## src/dfds_map.svh

```systemverilog
/*
  Register map, field positions, reset values and timing figures of the
  dual fan driver status block. Definitions only.
  Assumes it is included by its bare name before any module that uses it.
*/
`ifndef DFDS_MAP_SVH
`define DFDS_MAP_SVH

// ==========================================================
// Register indices; byte address is four times the index
`define DFDS_STATUS_IDX 8'h37
`define DFDS_CTRL_IDX 8'h70
`define DFDS_SHORT_IDX 8'h71
`define DFDS_MASK_IDX 8'h72

// ==========================================================
// Status register fields
`define DFDS_ST_FAIL2 7
`define DFDS_ST_FAIL1 6
`define DFDS_ST_WATCH 5
`define DFDS_ST_SPARE 4
`define DFDS_ST_GOOD2 3
`define DFDS_ST_LOW2 2
`define DFDS_ST_GOOD1 1
`define DFDS_ST_LOW1 0

// ==========================================================
// Control register fields
`define DFDS_CT_EN1 0
`define DFDS_CT_EN2 1
`define DFDS_CT_REG2 2
`define DFDS_CT_GIE 7
`define DFDS_CTRL_WMASK 8'h87

// ==========================================================
// Mask register fields (short bits also the short register layout)
`define DFDS_MK_SHORT1 0
`define DFDS_MK_SHORT2 1
`define DFDS_MASK_WMASK 8'hC3

// ==========================================================
// Reset values
`define DFDS_STATUS_RST 8'h00
`define DFDS_CTRL_RST 8'h00
`define DFDS_SHORT_RST 2'h0
`define DFDS_MASK_RST 8'h00

// ==========================================================
// Timing
`define DFDS_CLK_KHZ 200000
`define DFDS_WDT_TIMEOUT_MS 6000

`endif

```

## src/dfds_pkg.sv

```systemverilog
/*
  Types shared by the dual fan driver status block.
  Assumes nothing beyond a SystemVerilog compiler.
*/
`default_nettype none

package dfds_pkg;

  // ==========================================================
  // Bus handshake states, one-hot
  typedef enum logic [1:0] {
    DFDS_IDLE = 2'b01,
    DFDS_ACK = 2'b10
  } dfds_bus_state_t;

  // ==========================================================
  // Data types
  typedef logic [31:0] dfds_word_t;
  typedef logic [7:0] dfds_byte_t;

endpackage

`default_nettype wire

```

## src/dfds_status.sv

```systemverilog
/*
  Dual fan driver status register bank with watchdog and alert output.
  Assumes an Avalon-MM master on ref_clk and analog condition levels that
  arrive asynchronously and are synchronised here.
*/
// How it works
// - Status-register flags of a disabled driver read zero.
// - Fan-two drive-failure flag, bit 7, follows the unreachable-target condition.
// - Fan-one drive-failure flag, bit 6, follows the unreachable-target condition.
// - Drive-failure flags latch; a read clears them only once the fault is gone.
// - A set and enabled drive-failure flag pulls the alert output low.
// - Watchdog full count of six seconds sets bit 5 and forces full fan drive.
// - Any data write disables the watchdog, so no timeout follows.
// - Watchdog flag has no mask; only the global enable gates it.
// - Reading the status register clears the watchdog flag only if that read saw it set.
// - Voltage-good bits 3 and 1 read one only while output matches target.
// - A short clears voltage-good and raises the matching fan-short flag.
// - Low-supply bits 2 and 0 show which pass device feeds the fan.
// - Driver-two low-supply bit reads zero in regulator mode.
// - Alert is low while an enabled flag is set and global enable is one.
`timescale 1ns/1ps
`default_nettype none
`include "dfds_map.svh"

module dfds_status #(
  parameter int ADDR_W = 10,
  parameter int unsigned WDT_CYCLES = 32'(64'd`DFDS_WDT_TIMEOUT_MS * 64'd`DFDS_CLK_KHZ)
) (
  input wire logic ref_clk,
  input wire logic srst,
  input wire logic ce,
  input wire logic [ADDR_W-1:0] address,
  input wire logic read,
  input wire logic write,
  input wire logic [31:0] writedata,
  input wire logic [3:0] byteenable,
  output dfds_pkg::dfds_word_t readdata,
  output logic waitrequest,
  input wire logic [1:0] fan_unreachable,
  input wire logic [1:0] voltage_match,
  input wire logic [1:0] output_short,
  input wire logic [1:0] low_supply_on,
  output logic fans_full_drive,
  output logic alert_interrupt_n
);
  import dfds_pkg::*;

  // ==========================================================
  // Declarations
  dfds_bus_state_t state_q;
  dfds_word_t rdata_q;
  dfds_byte_t ctrl_q;
  dfds_byte_t mask_q;
  dfds_byte_t status_w;
  dfds_byte_t rd_snap_q;
  dfds_byte_t rd_mux;
  logic [1:0] fail_q;
  logic [1:0] short_q;
  logic watch_q;
  logic [31:0] wdt_cnt_q;
  logic wdt_off_q;
  logic wdt_fire;
  logic full_q;
  logic alert_n_q;
  logic [7:0] sync_w;
  logic [1:0] unreach_s;
  logic [1:0] match_s;
  logic [1:0] short_s;
  logic [1:0] low_s;
  logic [1:0] drv_en;
  logic [ADDR_W-3:0] idx;
  logic acc_rd;
  logic acc_wr;
  logic wr_lane0;
  logic rd_status;
  logic irq_any;

  // ==========================================================
  // Analog condition levels cross into ref_clk here
  dfds_sync #(
    .WIDTH(8)
  ) u_sync (
    .ref_clk(ref_clk),
    .srst(srst),
    .ce(ce),
    .async_in({low_supply_on, output_short, voltage_match, fan_unreachable}),
    .sync_out(sync_w)
  );

  assign unreach_s = sync_w[1:0];
  assign match_s = sync_w[3:2];
  assign short_s = sync_w[5:4];
  assign low_s = sync_w[7:6];
  assign drv_en = {ctrl_q[`DFDS_CT_EN2], ctrl_q[`DFDS_CT_EN1]};

  // ==========================================================
  // Bus handshake: one wait cycle, access takes effect in ACK
  always_ff @(posedge ref_clk) begin
    if (srst) begin
      state_q <= DFDS_IDLE;
    end else if (ce) begin
      case (state_q)
        DFDS_IDLE: begin
          if (read || write) begin
            state_q <= DFDS_ACK;
          end
        end
        DFDS_ACK: begin
          state_q <= DFDS_IDLE;
        end
        default: begin
          state_q <= DFDS_IDLE;
        end
      endcase
    end
  end

  // Frozen clock enable keeps the master waiting
  assign waitrequest = (read || write) && !(state_q == DFDS_ACK && ce);
  assign acc_rd = ce && state_q == DFDS_ACK && read;
  assign acc_wr = ce && state_q == DFDS_ACK && write;
  assign wr_lane0 = acc_wr && byteenable[0];
  assign idx = address[ADDR_W-1:2];
  assign rd_status = acc_rd && idx == (ADDR_W-2)'(`DFDS_STATUS_IDX);

  // ==========================================================
  // Status view assembled from live levels and sticky flags
  always_comb begin
    status_w = `DFDS_STATUS_RST;
    status_w[`DFDS_ST_FAIL2] = drv_en[1] && fail_q[1];
    status_w[`DFDS_ST_FAIL1] = drv_en[0] && fail_q[0];
    status_w[`DFDS_ST_WATCH] = watch_q;
    status_w[`DFDS_ST_SPARE] = 1'b0;
    status_w[`DFDS_ST_GOOD2] = drv_en[1] && match_s[1] && !short_s[1];
    status_w[`DFDS_ST_GOOD1] = drv_en[0] && match_s[0] && !short_s[0];
    status_w[`DFDS_ST_LOW2] = drv_en[1] && low_s[1] && !ctrl_q[`DFDS_CT_REG2];
    status_w[`DFDS_ST_LOW1] = drv_en[0] && low_s[0];
  end

  // ==========================================================
  // Read mux; unmapped words read as zero
  always_comb begin
    rd_mux = 8'h00;
    if (idx == (ADDR_W-2)'(`DFDS_STATUS_IDX)) begin
      rd_mux = status_w;
    end else if (idx == (ADDR_W-2)'(`DFDS_CTRL_IDX)) begin
      rd_mux = ctrl_q;
    end else if (idx == (ADDR_W-2)'(`DFDS_SHORT_IDX)) begin
      rd_mux = {6'h00, short_q};
    end else if (idx == (ADDR_W-2)'(`DFDS_MASK_IDX)) begin
      rd_mux = mask_q;
    end
  end

  // Captured on entry to ACK; snapshot decides what a read may clear
  always_ff @(posedge ref_clk) begin
    if (srst) begin
      rdata_q <= 32'h0000_0000;
      rd_snap_q <= 8'h00;
    end else if (ce && state_q == DFDS_IDLE && read) begin
      rdata_q <= {24'h00_0000, rd_mux};
      rd_snap_q <= status_w;
    end
  end

  assign readdata = rdata_q;

  // ==========================================================
  // Control and mask registers; the status word has no write path
  always_ff @(posedge ref_clk) begin
    if (srst) begin
      ctrl_q <= `DFDS_CTRL_RST;
      mask_q <= `DFDS_MASK_RST;
    end else if (wr_lane0) begin
      if (idx == (ADDR_W-2)'(`DFDS_CTRL_IDX)) begin
        ctrl_q <= writedata[7:0] & `DFDS_CTRL_WMASK;
      end else if (idx == (ADDR_W-2)'(`DFDS_MASK_IDX)) begin
        mask_q <= writedata[7:0] & `DFDS_MASK_WMASK;
      end
    end
  end

  // ==========================================================
  // Per-driver sticky flags
  genvar gi;
  generate
    for (gi = 0; gi < 2; gi++) begin : g_drv
      // Drive failure: set while unreachable, read clears only a seen, gone fault
      always_ff @(posedge ref_clk) begin
        if (srst) begin
          fail_q[gi] <= 1'b0;
        end else if (ce) begin
          if (!drv_en[gi]) begin
            fail_q[gi] <= 1'b0;
          end else if (unreach_s[gi]) begin
            fail_q[gi] <= 1'b1;
          end else if (rd_status && rd_snap_q[`DFDS_ST_FAIL1 + gi]) begin
            fail_q[gi] <= 1'b0;
          end
        end
      end

      // Short flag: set wins over a write-one clear
      always_ff @(posedge ref_clk) begin
        if (srst) begin
          short_q[gi] <= 1'b0;
        end else if (ce) begin
          if (drv_en[gi] && short_s[gi]) begin
            short_q[gi] <= 1'b1;
          end else if (wr_lane0 && idx == (ADDR_W-2)'(`DFDS_SHORT_IDX) && writedata[gi]) begin
            short_q[gi] <= 1'b0;
          end
        end
      end
    end
  endgenerate

  // ==========================================================
  // Watchdog: counts from reset until the first data write
  always_ff @(posedge ref_clk) begin
    if (srst) begin
      wdt_off_q <= 1'b0;
    end else if (acc_wr) begin
      wdt_off_q <= 1'b1;
    end
  end

  // Saturates at the full count so the timeout fires once
  always_ff @(posedge ref_clk) begin
    if (srst) begin
      wdt_cnt_q <= 32'h0000_0000;
    end else if (ce && !wdt_off_q && !acc_wr && wdt_cnt_q != WDT_CYCLES) begin
      wdt_cnt_q <= wdt_cnt_q + 32'h0000_0001;
    end
  end

  assign wdt_fire = ce && !wdt_off_q && !acc_wr && wdt_cnt_q == WDT_CYCLES - 32'd1;

  // Full drive holds until software takes over with a write
  always_ff @(posedge ref_clk) begin
    if (srst) begin
      full_q <= 1'b0;
    end else if (wdt_fire) begin
      full_q <= 1'b1;
    end else if (acc_wr) begin
      full_q <= 1'b0;
    end
  end

  assign fans_full_drive = full_q;

  // Timeout flag; a new timeout wins over the read clear
  always_ff @(posedge ref_clk) begin
    if (srst) begin
      watch_q <= 1'b0;
    end else if (wdt_fire) begin
      watch_q <= 1'b1;
    end else if (rd_status && rd_snap_q[`DFDS_ST_WATCH]) begin
      watch_q <= 1'b0;
    end
  end

  // ==========================================================
  // Alert: registered so the pin never glitches
  assign irq_any = (fail_q[1] && mask_q[`DFDS_ST_FAIL2]) || (fail_q[0] && mask_q[`DFDS_ST_FAIL1])
    || watch_q
    || |(short_q & mask_q[1:0]);

  always_ff @(posedge ref_clk) begin
    if (srst) begin
      alert_n_q <= 1'b1;
    end else if (ce) begin
      alert_n_q <= !(ctrl_q[`DFDS_CT_GIE] && irq_any);
    end
  end

  assign alert_interrupt_n = alert_n_q;

  // ==========================================================
  // Checks
  property p_disabled_zero;
    @(posedge ref_clk) disable iff (srst)
    (ce && !drv_en[0]) |-> (status_w[`DFDS_ST_FAIL1] == 1'b0 && status_w[1:0] == 2'b00) ##1 !fail_q[0];
  endproperty
  a_disabled_zero: assert property (p_disabled_zero) else $error("disabled driver shows a flag");

  property p_fail2_set;
    @(posedge ref_clk) disable iff (srst)
    (ce && drv_en[1] && unreach_s[1] && !wr_lane0) |=> status_w[`DFDS_ST_FAIL2];
  endproperty
  a_fail2_set: assert property (p_fail2_set) else $error("fan two failure not flagged");

  property p_fail1_set;
    @(posedge ref_clk) disable iff (srst)
    (ce && drv_en[0] && unreach_s[0] && !wr_lane0) |=> status_w[`DFDS_ST_FAIL1];
  endproperty
  a_fail1_set: assert property (p_fail1_set) else $error("fan one failure not flagged");

  property p_fail_sticky;
    @(posedge ref_clk) disable iff (srst)
    (ce && fail_q[0] && drv_en[0] && !rd_status && !wr_lane0) |=> fail_q[0];
  endproperty
  a_fail_sticky: assert property (p_fail_sticky) else $error("failure flag dropped without read");

  property p_fail_alert;
    @(posedge ref_clk) disable iff (srst)
    (ce && ctrl_q[`DFDS_CT_GIE] && fail_q[1] && mask_q[`DFDS_ST_FAIL2]) |=> !alert_interrupt_n;
  endproperty
  a_fail_alert: assert property (p_fail_alert) else $error("enabled failure gave no alert");

  property p_wdt_fire;
    @(posedge ref_clk) disable iff (srst)
    wdt_fire |=> (watch_q && fans_full_drive);
  endproperty
  a_wdt_fire: assert property (p_wdt_fire) else $error("timeout did not flag and force fans");

  property p_wdt_off;
    @(posedge ref_clk) disable iff (srst)
    acc_wr |=> (wdt_off_q && !wdt_fire) [*3];
  endproperty
  a_wdt_off: assert property (p_wdt_off) else $error("watchdog alive after a write");

  property p_watch_alert;
    @(posedge ref_clk) disable iff (srst)
    (ce && ctrl_q[`DFDS_CT_GIE] && watch_q) |=> !alert_interrupt_n;
  endproperty
  a_watch_alert: assert property (p_watch_alert) else $error("timeout flag was masked");

  property p_watch_clear;
    @(posedge ref_clk) disable iff (srst)
    (rd_status && rd_snap_q[`DFDS_ST_WATCH] && !wdt_fire) |=> !watch_q;
  endproperty
  a_watch_clear: assert property (p_watch_clear) else $error("read left timeout flag set");

  property p_good_bits;
    @(posedge ref_clk) disable iff (srst)
    status_w[`DFDS_ST_GOOD2] |-> (drv_en[1] && match_s[1] && !short_s[1]);
  endproperty
  a_good_bits: assert property (p_good_bits) else $error("voltage-good without match");

  property p_short;
    @(posedge ref_clk) disable iff (srst)
    (ce && drv_en[0] && short_s[0]) |-> (!status_w[`DFDS_ST_GOOD1] ##1 short_q[0]);
  endproperty
  a_short: assert property (p_short) else $error("short not reported");

  property p_low1;
    @(posedge ref_clk) disable iff (srst)
    status_w[`DFDS_ST_LOW1] == (drv_en[0] && low_s[0]);
  endproperty
  a_low1: assert property (p_low1) else $error("pass device bit wrong");

  property p_reg_mode;
    @(posedge ref_clk) disable iff (srst)
    ctrl_q[`DFDS_CT_REG2] |-> !status_w[`DFDS_ST_LOW2];
  endproperty
  a_reg_mode: assert property (p_reg_mode) else $error("pass bit set in regulator mode");

  property p_release;
    @(posedge ref_clk) disable iff (srst)
    (ce && !irq_any) |=> alert_interrupt_n;
  endproperty
  a_release: assert property (p_release) else $error("alert held with no flag");

  property p_spare;
    @(posedge ref_clk) disable iff (srst)
    !status_w[`DFDS_ST_SPARE];
  endproperty
  a_spare: assert property (p_spare) else $error("spare bit nonzero");

endmodule

`default_nettype wire

```

## src/dfds_sync.sv

```systemverilog
/*
  Two-stage synchroniser for a group of level inputs from the analog side.
  Assumes the inputs are slow levels; no pulse shorter than a few clocks.
*/
`timescale 1ns/1ps
`default_nettype none

module dfds_sync #(
  parameter int WIDTH = 8
) (
  input wire logic ref_clk,
  input wire logic srst,
  input wire logic ce,
  input wire logic [WIDTH-1:0] async_in,
  output logic [WIDTH-1:0] sync_out
);

  logic [WIDTH-1:0] meta_q;
  logic [WIDTH-1:0] sync_q;

  // ==========================================================
  // First stage is read only by the second stage
  always_ff @(posedge ref_clk) begin
    if (srst) begin
      meta_q <= '0;
      sync_q <= '0;
    end else if (ce) begin
      meta_q <= async_in;
      sync_q <= meta_q;
    end
  end

  assign sync_out = sync_q;

endmodule

`default_nettype wire

```

## config.mk

```make
export PLATFORM = sky130hd
export DESIGN_NAME = dfds_status
export DESIGN_NICKNAME = d
export VERILOG_FILES = /design/src/dfds_pkg.sv /design/src/dfds_status.sv /design/src/dfds_sync.sv
export VERILOG_INCLUDE_DIRS = /design/src
export SDC_FILE = /design/constraint.sdc
export NUM_CORES = 1
export LEC_CHECK = 0
export BUFFER_PORTS_ARGS = -buffer_cell sky130_fd_sc_hd__buf_2
export CAP_MARGIN = 20
export CORE_MARGIN = 5
export CORE_UTILIZATION = 50
export CTS_BUF_LIST = sky130_fd_sc_hd__clkbuf_4 sky130_fd_sc_hd__clkbuf_8
export CTS_CLUSTER_SIZE = 30
export DETAILED_ROUTE_END_ITERATION = 7
export GPL_ROUTABILITY_DRIVEN = 0
export MAX_ROUTING_LAYER = met4
export PLACE_DENSITY = 0.76
export SLEW_MARGIN = 20
export SYNTH_ARGS = -nofsm -noshare
export SYNTH_HDL_FRONTEND = slang
export SYNTH_SLANG_ARGS = --single-unit
```

## constraint.sdc

```tcl
create_clock -name ref_clk -period 2.5 [get_ports ref_clk]
set_input_delay 0.25 -clock ref_clk [delete_from_list [all_inputs] [get_ports ref_clk]]
set_output_delay 0.25 -clock ref_clk [all_outputs]
set_load 0.02 [all_outputs]
```

# --- Word-level counts from Yosys, hierarchy flattened ---
# Cells that the tools add are included.
classes:
  bitwise_logic: 2
  reduce_logical: 55
  n_eq_ne: 11
  n_addsub: 1
  n_mux: 20
ops:
  columns: ["operator", "n"]
  rows:
  - ["$add A32 B1 Y32 const B", 1]
  - ["$eq A32 B31 Y1 const B", 1]
  - ["$logic_and A1 B1 Y1", 32]
  - ["$mux W8", 4]
  - ["$ne A32 B31 Y1 const B", 1]
  - ["$eq A8 B7 Y1 const B", 3]
  - ["$mux W1", 14]
  - ["$reduce_and A2 Y1", 6]
  - ["$eq A8 B6 Y1 const B", 1]
  - ["$reduce_bool A2 Y1", 4]
  - ["$logic_not A1 Y1", 7]
  - ["$ne A3 B1 Y1 const B", 2]
  - ["$logic_or A1 B1 Y1", 4]
  - ["$mux W2", 2]
  - ["$reduce_and A3 Y1", 1]
  - ["$and A2 B2 Y2", 1]
  - ["$eq A2 B1 Y1 const B", 1]
  - ["$eq A2 B2 Y1 const B", 1]
  - ["$ne A2 B2 Y1 const B", 1]
  - ["$reduce_or A2 Y1", 1]
  - ["$not A1 Y1", 1]
totals:
  regBits: 81
  output_inout_bits: 35
  word_cells: 105
  input_bits: 59

# --- Longest topological paths before layout ---
depth:
  depth_word: 8
  ltp_mapped: 7
  mapped_depth_nobuf: 6

# --- Modules after synthesis ---
# From an unflattened synthesis, not the netlist that was laid out.
hier_totals:
  hier_cells: 422
  hier_area_um2: 3659.8
by_module_without_submodules:
  columns: ["mod", "cells_per_inst", "instances", "area_each_um2", "seq_area_each_um2"]
  rows:
  - ["dfds_status", 370, 1, 3079.2, 1201.2]
  - ["dfds_sync", 52, 1, 580.6, 320.3]

# --- Worst setup path before layout ---
# Ideal clock, no wire load.
synth_timing:
  path_kind: "flip-flop to flip-flop"
  startpoint: "register wdt_cnt_q[3]"
  endpoint: "register wdt_cnt_q[0]"
  setup_time_ns: 0.121
  path_slack_ns: 0.776
  arrival_time_ns: 1.603
  required_time_ns: 2.379
  path_buffers: 0
  path_stages_with_launch: 5
  period_less_slack_ns: 1.724
  path_cell_list: "dfxtp_1 or4_4 nor4_4 a21oi_1 mux2_4"
synth_via:
  elab_chain_cells: 2
synth_rtl:
  columns: ["item", "line_no", "text"]
  rows:
  - ["from (decl)", "dfds_status.sv:60", "logic [31:0] wdt_cnt_q;"]
  - ["from (signal assigned)", "dfds_status.sv:233", "wdt_cnt_q <= wdt_cnt_q + 32'h0000_0001;"]
  - ["$ne A32 B31 Y1", "dfds_status.sv:232", "end else if (ce && !wdt_off_q && !acc_wr && wdt_cnt_q != WDT_CYCLES) begin"]
  - ["$logic_and A1 B1 Y1", "dfds_status.sv:232", null]
# No other way between the ends.
# A chain may end at the register's enable or synchronous reset.

# --- Worst setup path in the final report ---
layout_timing:
  startpoint: "register wdt_cnt_q[10]"
  endpoint: "register wdt_cnt_q[29]"
layout_via:
  elab_chain_cells: 2
  elab_cells_between_ends: 3
  classes_between: "add/sub (1); eq/ne (1); reduce/logical (1)"
layout_rtl:
  columns: ["item"]
  rows:
  - ["branches (longest 2 deep; another with $add A32 B1 Y32)"]
# Several ways; the timed one is not identified.

==> results.txt <==
crit path time final - 1.96 ns
Initial Util - 52.1%
drt first pass iters - 5
number of remaining DRC errors - 0
cell count after synthesis - 452
FP Rows - 31
CTS H-tree lvls - 3
core area - 0.00733 mm²
Post-DP HPWL - 6210 µm
Startpoint Class - flop
Avg Inst Size Synth - 8.45 µm²
critical path class - reg -> reg
Setup WS post-layout - 0.539 ns
vias in the first global route - 3042
outcome - complete, no violations
Final setup viols - 0
#FFs+latches synth - 76
PD cells - 576 mW/mm²
Synth-to-Final Area Change - 9.63%
Synth cell types - 51
vias per cell - 5.81
cell taking the most area after synthesis - dfxtp_1
Post-Synth Simple-Gate Area - 27.6%
Max Cap Viol - 0
GR Overflow Total - 0
ANT cells - 0
Die X - 97.4 µm
Yosys top cell area share - 39.8%
XOR/XNOR share of the synthesized area - 0.917%
number of synthesized flops with an enable pin - 0
clk_skew - 0.0130 ns
asr flop ratio synth - 0%
Worst EP arrival - 2.26 ns
CTS tree - done
CTS root buf - clkbuf_8
top_reg_cell synth - dfxtp_1
area of the die - 0.00949 mm²
Global Route Usage Sum - 18.5%
largest net degree at the start of global routing - 38
Worst Setup End Kind - flop
Crit Path Max Fanout - 12
worst hold path type - in -> reg
Lkg Pwr - 1.53 nW
Routed WL - 8750 µm
Worst path max stage delay - 0.59 ns
Die Span Y - 97.4 µm
clk_lat worst skew - 0.36 ns
Post-Place Worst Slack - 0.567 ns
Post-CTS Setup Repair Bufs - 0
Min Hold Slack - 0.125 ns
RSZ-0062 raised after global routing - no
Peak supply drop - 0.431 mV
Wirelength per Cell - 15.0 µm
# hold bufs at CTS - 0
top cells by count, synth - dfxtp_1 (76), nor2_1 (43), a21oi_1 (38)
clk buf depth - 2
Tcrit/Tclk final - 78.5%
final hold violation count - 0
largest family of logic cells by synthesized area - simple AND/OR/NAND/NOR gates
nets@finish - 540
first-pass GRT wire length - 14400 µm
mux share of post-synthesis cell area - 7.47%
Cell Area, Synth - 0.00382 mm²
post-CTS resize count - 0
Area after DPL - 0.00398 mm²
count leader, synth - dfxtp_1
ranking of synthesized cells by area - dfxtp_1 (40%), a21oi_1 (5.0%), buf_4 (4.9%), mux2i_1 (4.7%), nor2_1 (4.2%)
Antenna Violating Nets Remaining - 0
share of cells above drive strength 1 - 14.7%
Adder-Cell Fraction of Synth Area - 0.655%
Critical Path RT - 2.80 ns
slowest CP cell - or4_1
Ys Warns - 0
DRT iter0 DRCs - 255
Slew Limit Fails - 0
Reg clk slew, reported paths - 0.09 ns
io pins - 94
CP cell instances - and4_1 > nand3_1 > or4_1 > a21oi_1
initial antenna violation count - 0
CTS Buf Count - 9
post-synthesis compound-gate area fraction - 14.6%
fmax - 510 MHz
fin util - 57.1%
Vias - 3387
total negative slack - 0 ns
clk sinks - 76
sequential area share after synthesis - 39.8%
# port buffers - 36
final instance area - 0.00419 mm²
-- critical path: cells and delay by family (launching register included) --
kind | cells | cell delay [ns]
AND/OR/NAND/NOR | 3 | 1.33
AO/OA/AOI/OAI | 1 | 0.15
flip-flops | 1 | 0.43
-- stage by stage --
step | total power [mW] | instances
global placement | 1.46 | 567
finish | 2.41 | 583
global route | 2.51 | 583
detailed placement | 1.46 | 567
floorplan | 1.44 | 476
CTS | 2.43 | 583
-- final cells by class --
class	count	area [µm²]
Tap cell	99	124
Sequential cell	76	1520
Timing Repair Buffer	44	240
Clock buffer	9	124
Inverter	11	41.3
Multi-Input combinational cell	337	2050
Fill cell	681	3140
Clock inverter	7	83.8
-- placed cells by master, fill, tap and decap left out, drive strengths merged, types with 13 or more instances in the layout --
cell type | synthesis | routed
inv | 11 | 13
conb | 1 | 25
a21oi | 38 | 38
dfxtp | 76 | 76
mux2i | 18 | 18
nand3 | 26 | 26
buf | 33 | 44
nor2 | 43 | 43
nand2 | 25 | 25
nor2b | 15 | 15
o21ai | 18 | 18
or4 | 15 | 15
-- state kept, by name (all words and copies together), names as in the netlist --
| name | flops |
|---|---|
| ctrl_q | 4 |
| state_q | 2 |
| readdata | 7 |
| wdt_cnt_q | 32 |
| watch_q | 1 |
| u_sync.meta_q | 8 |
| alert_interrupt_n | 1 |
| fans_full_drive | 1 |
| mask_q | 4 |
| rd_snap_q | 3 |
| short_q | 2 |
| fail_q | 2 |
| u_sync.sync_out | 8 |
| wdt_off_q | 1 |
-- final timing paths --
| path | cells past startpoint | endpoint | start | slack (ns) |
|---|---|---|---|---|
| worst min register to register | 2 | readdata[3] | readdata[3] | 0.45 |
| worst max-delay path | 4 | wdt_cnt_q[29] | wdt_cnt_q[10] | 0.54 |
| worst max register to register | 4 | wdt_cnt_q[29] | wdt_cnt_q[10] | 0.54 |
| worst min-delay path | 2 | short_q[0] | writedata[0] | 0.12 |
-- routing by layer --
layer  track usage (%)  vias up  part of all wire [%]
li1                  -     1660                     -
met1              24.9     1577                    46
met2              27.6      139                    46
met3              3.88       11                   7.2
met4              6.50        0                   1.4
met5                 -        -                     0
-- cell families after synthesis --
| group | after synthesis |
|---|---|
| buffers and inverters | 63 |
| AND/OR/NAND/NOR | 187 |
| XOR/XNOR | 4 |
| multiplexers | 27 |
| AO/OA/AOI/OAI | 92 |
| adder cells (fa/ha/maj) | 2 |
| flip-flops | 76 |
| other | 1 |
-- where the power goes --
group | internal, mW | leakage [nW] | switching [mW]
clock network | 0.476 | 0.102 | 0.496
registers | 1.23 | 0.616 | 0.0174
logic | 0.0604 | 0.813 | 0.127
total | 1.77 | 1.53 | 0.641
Note: power is estimated with default switching activity, not from simulation.
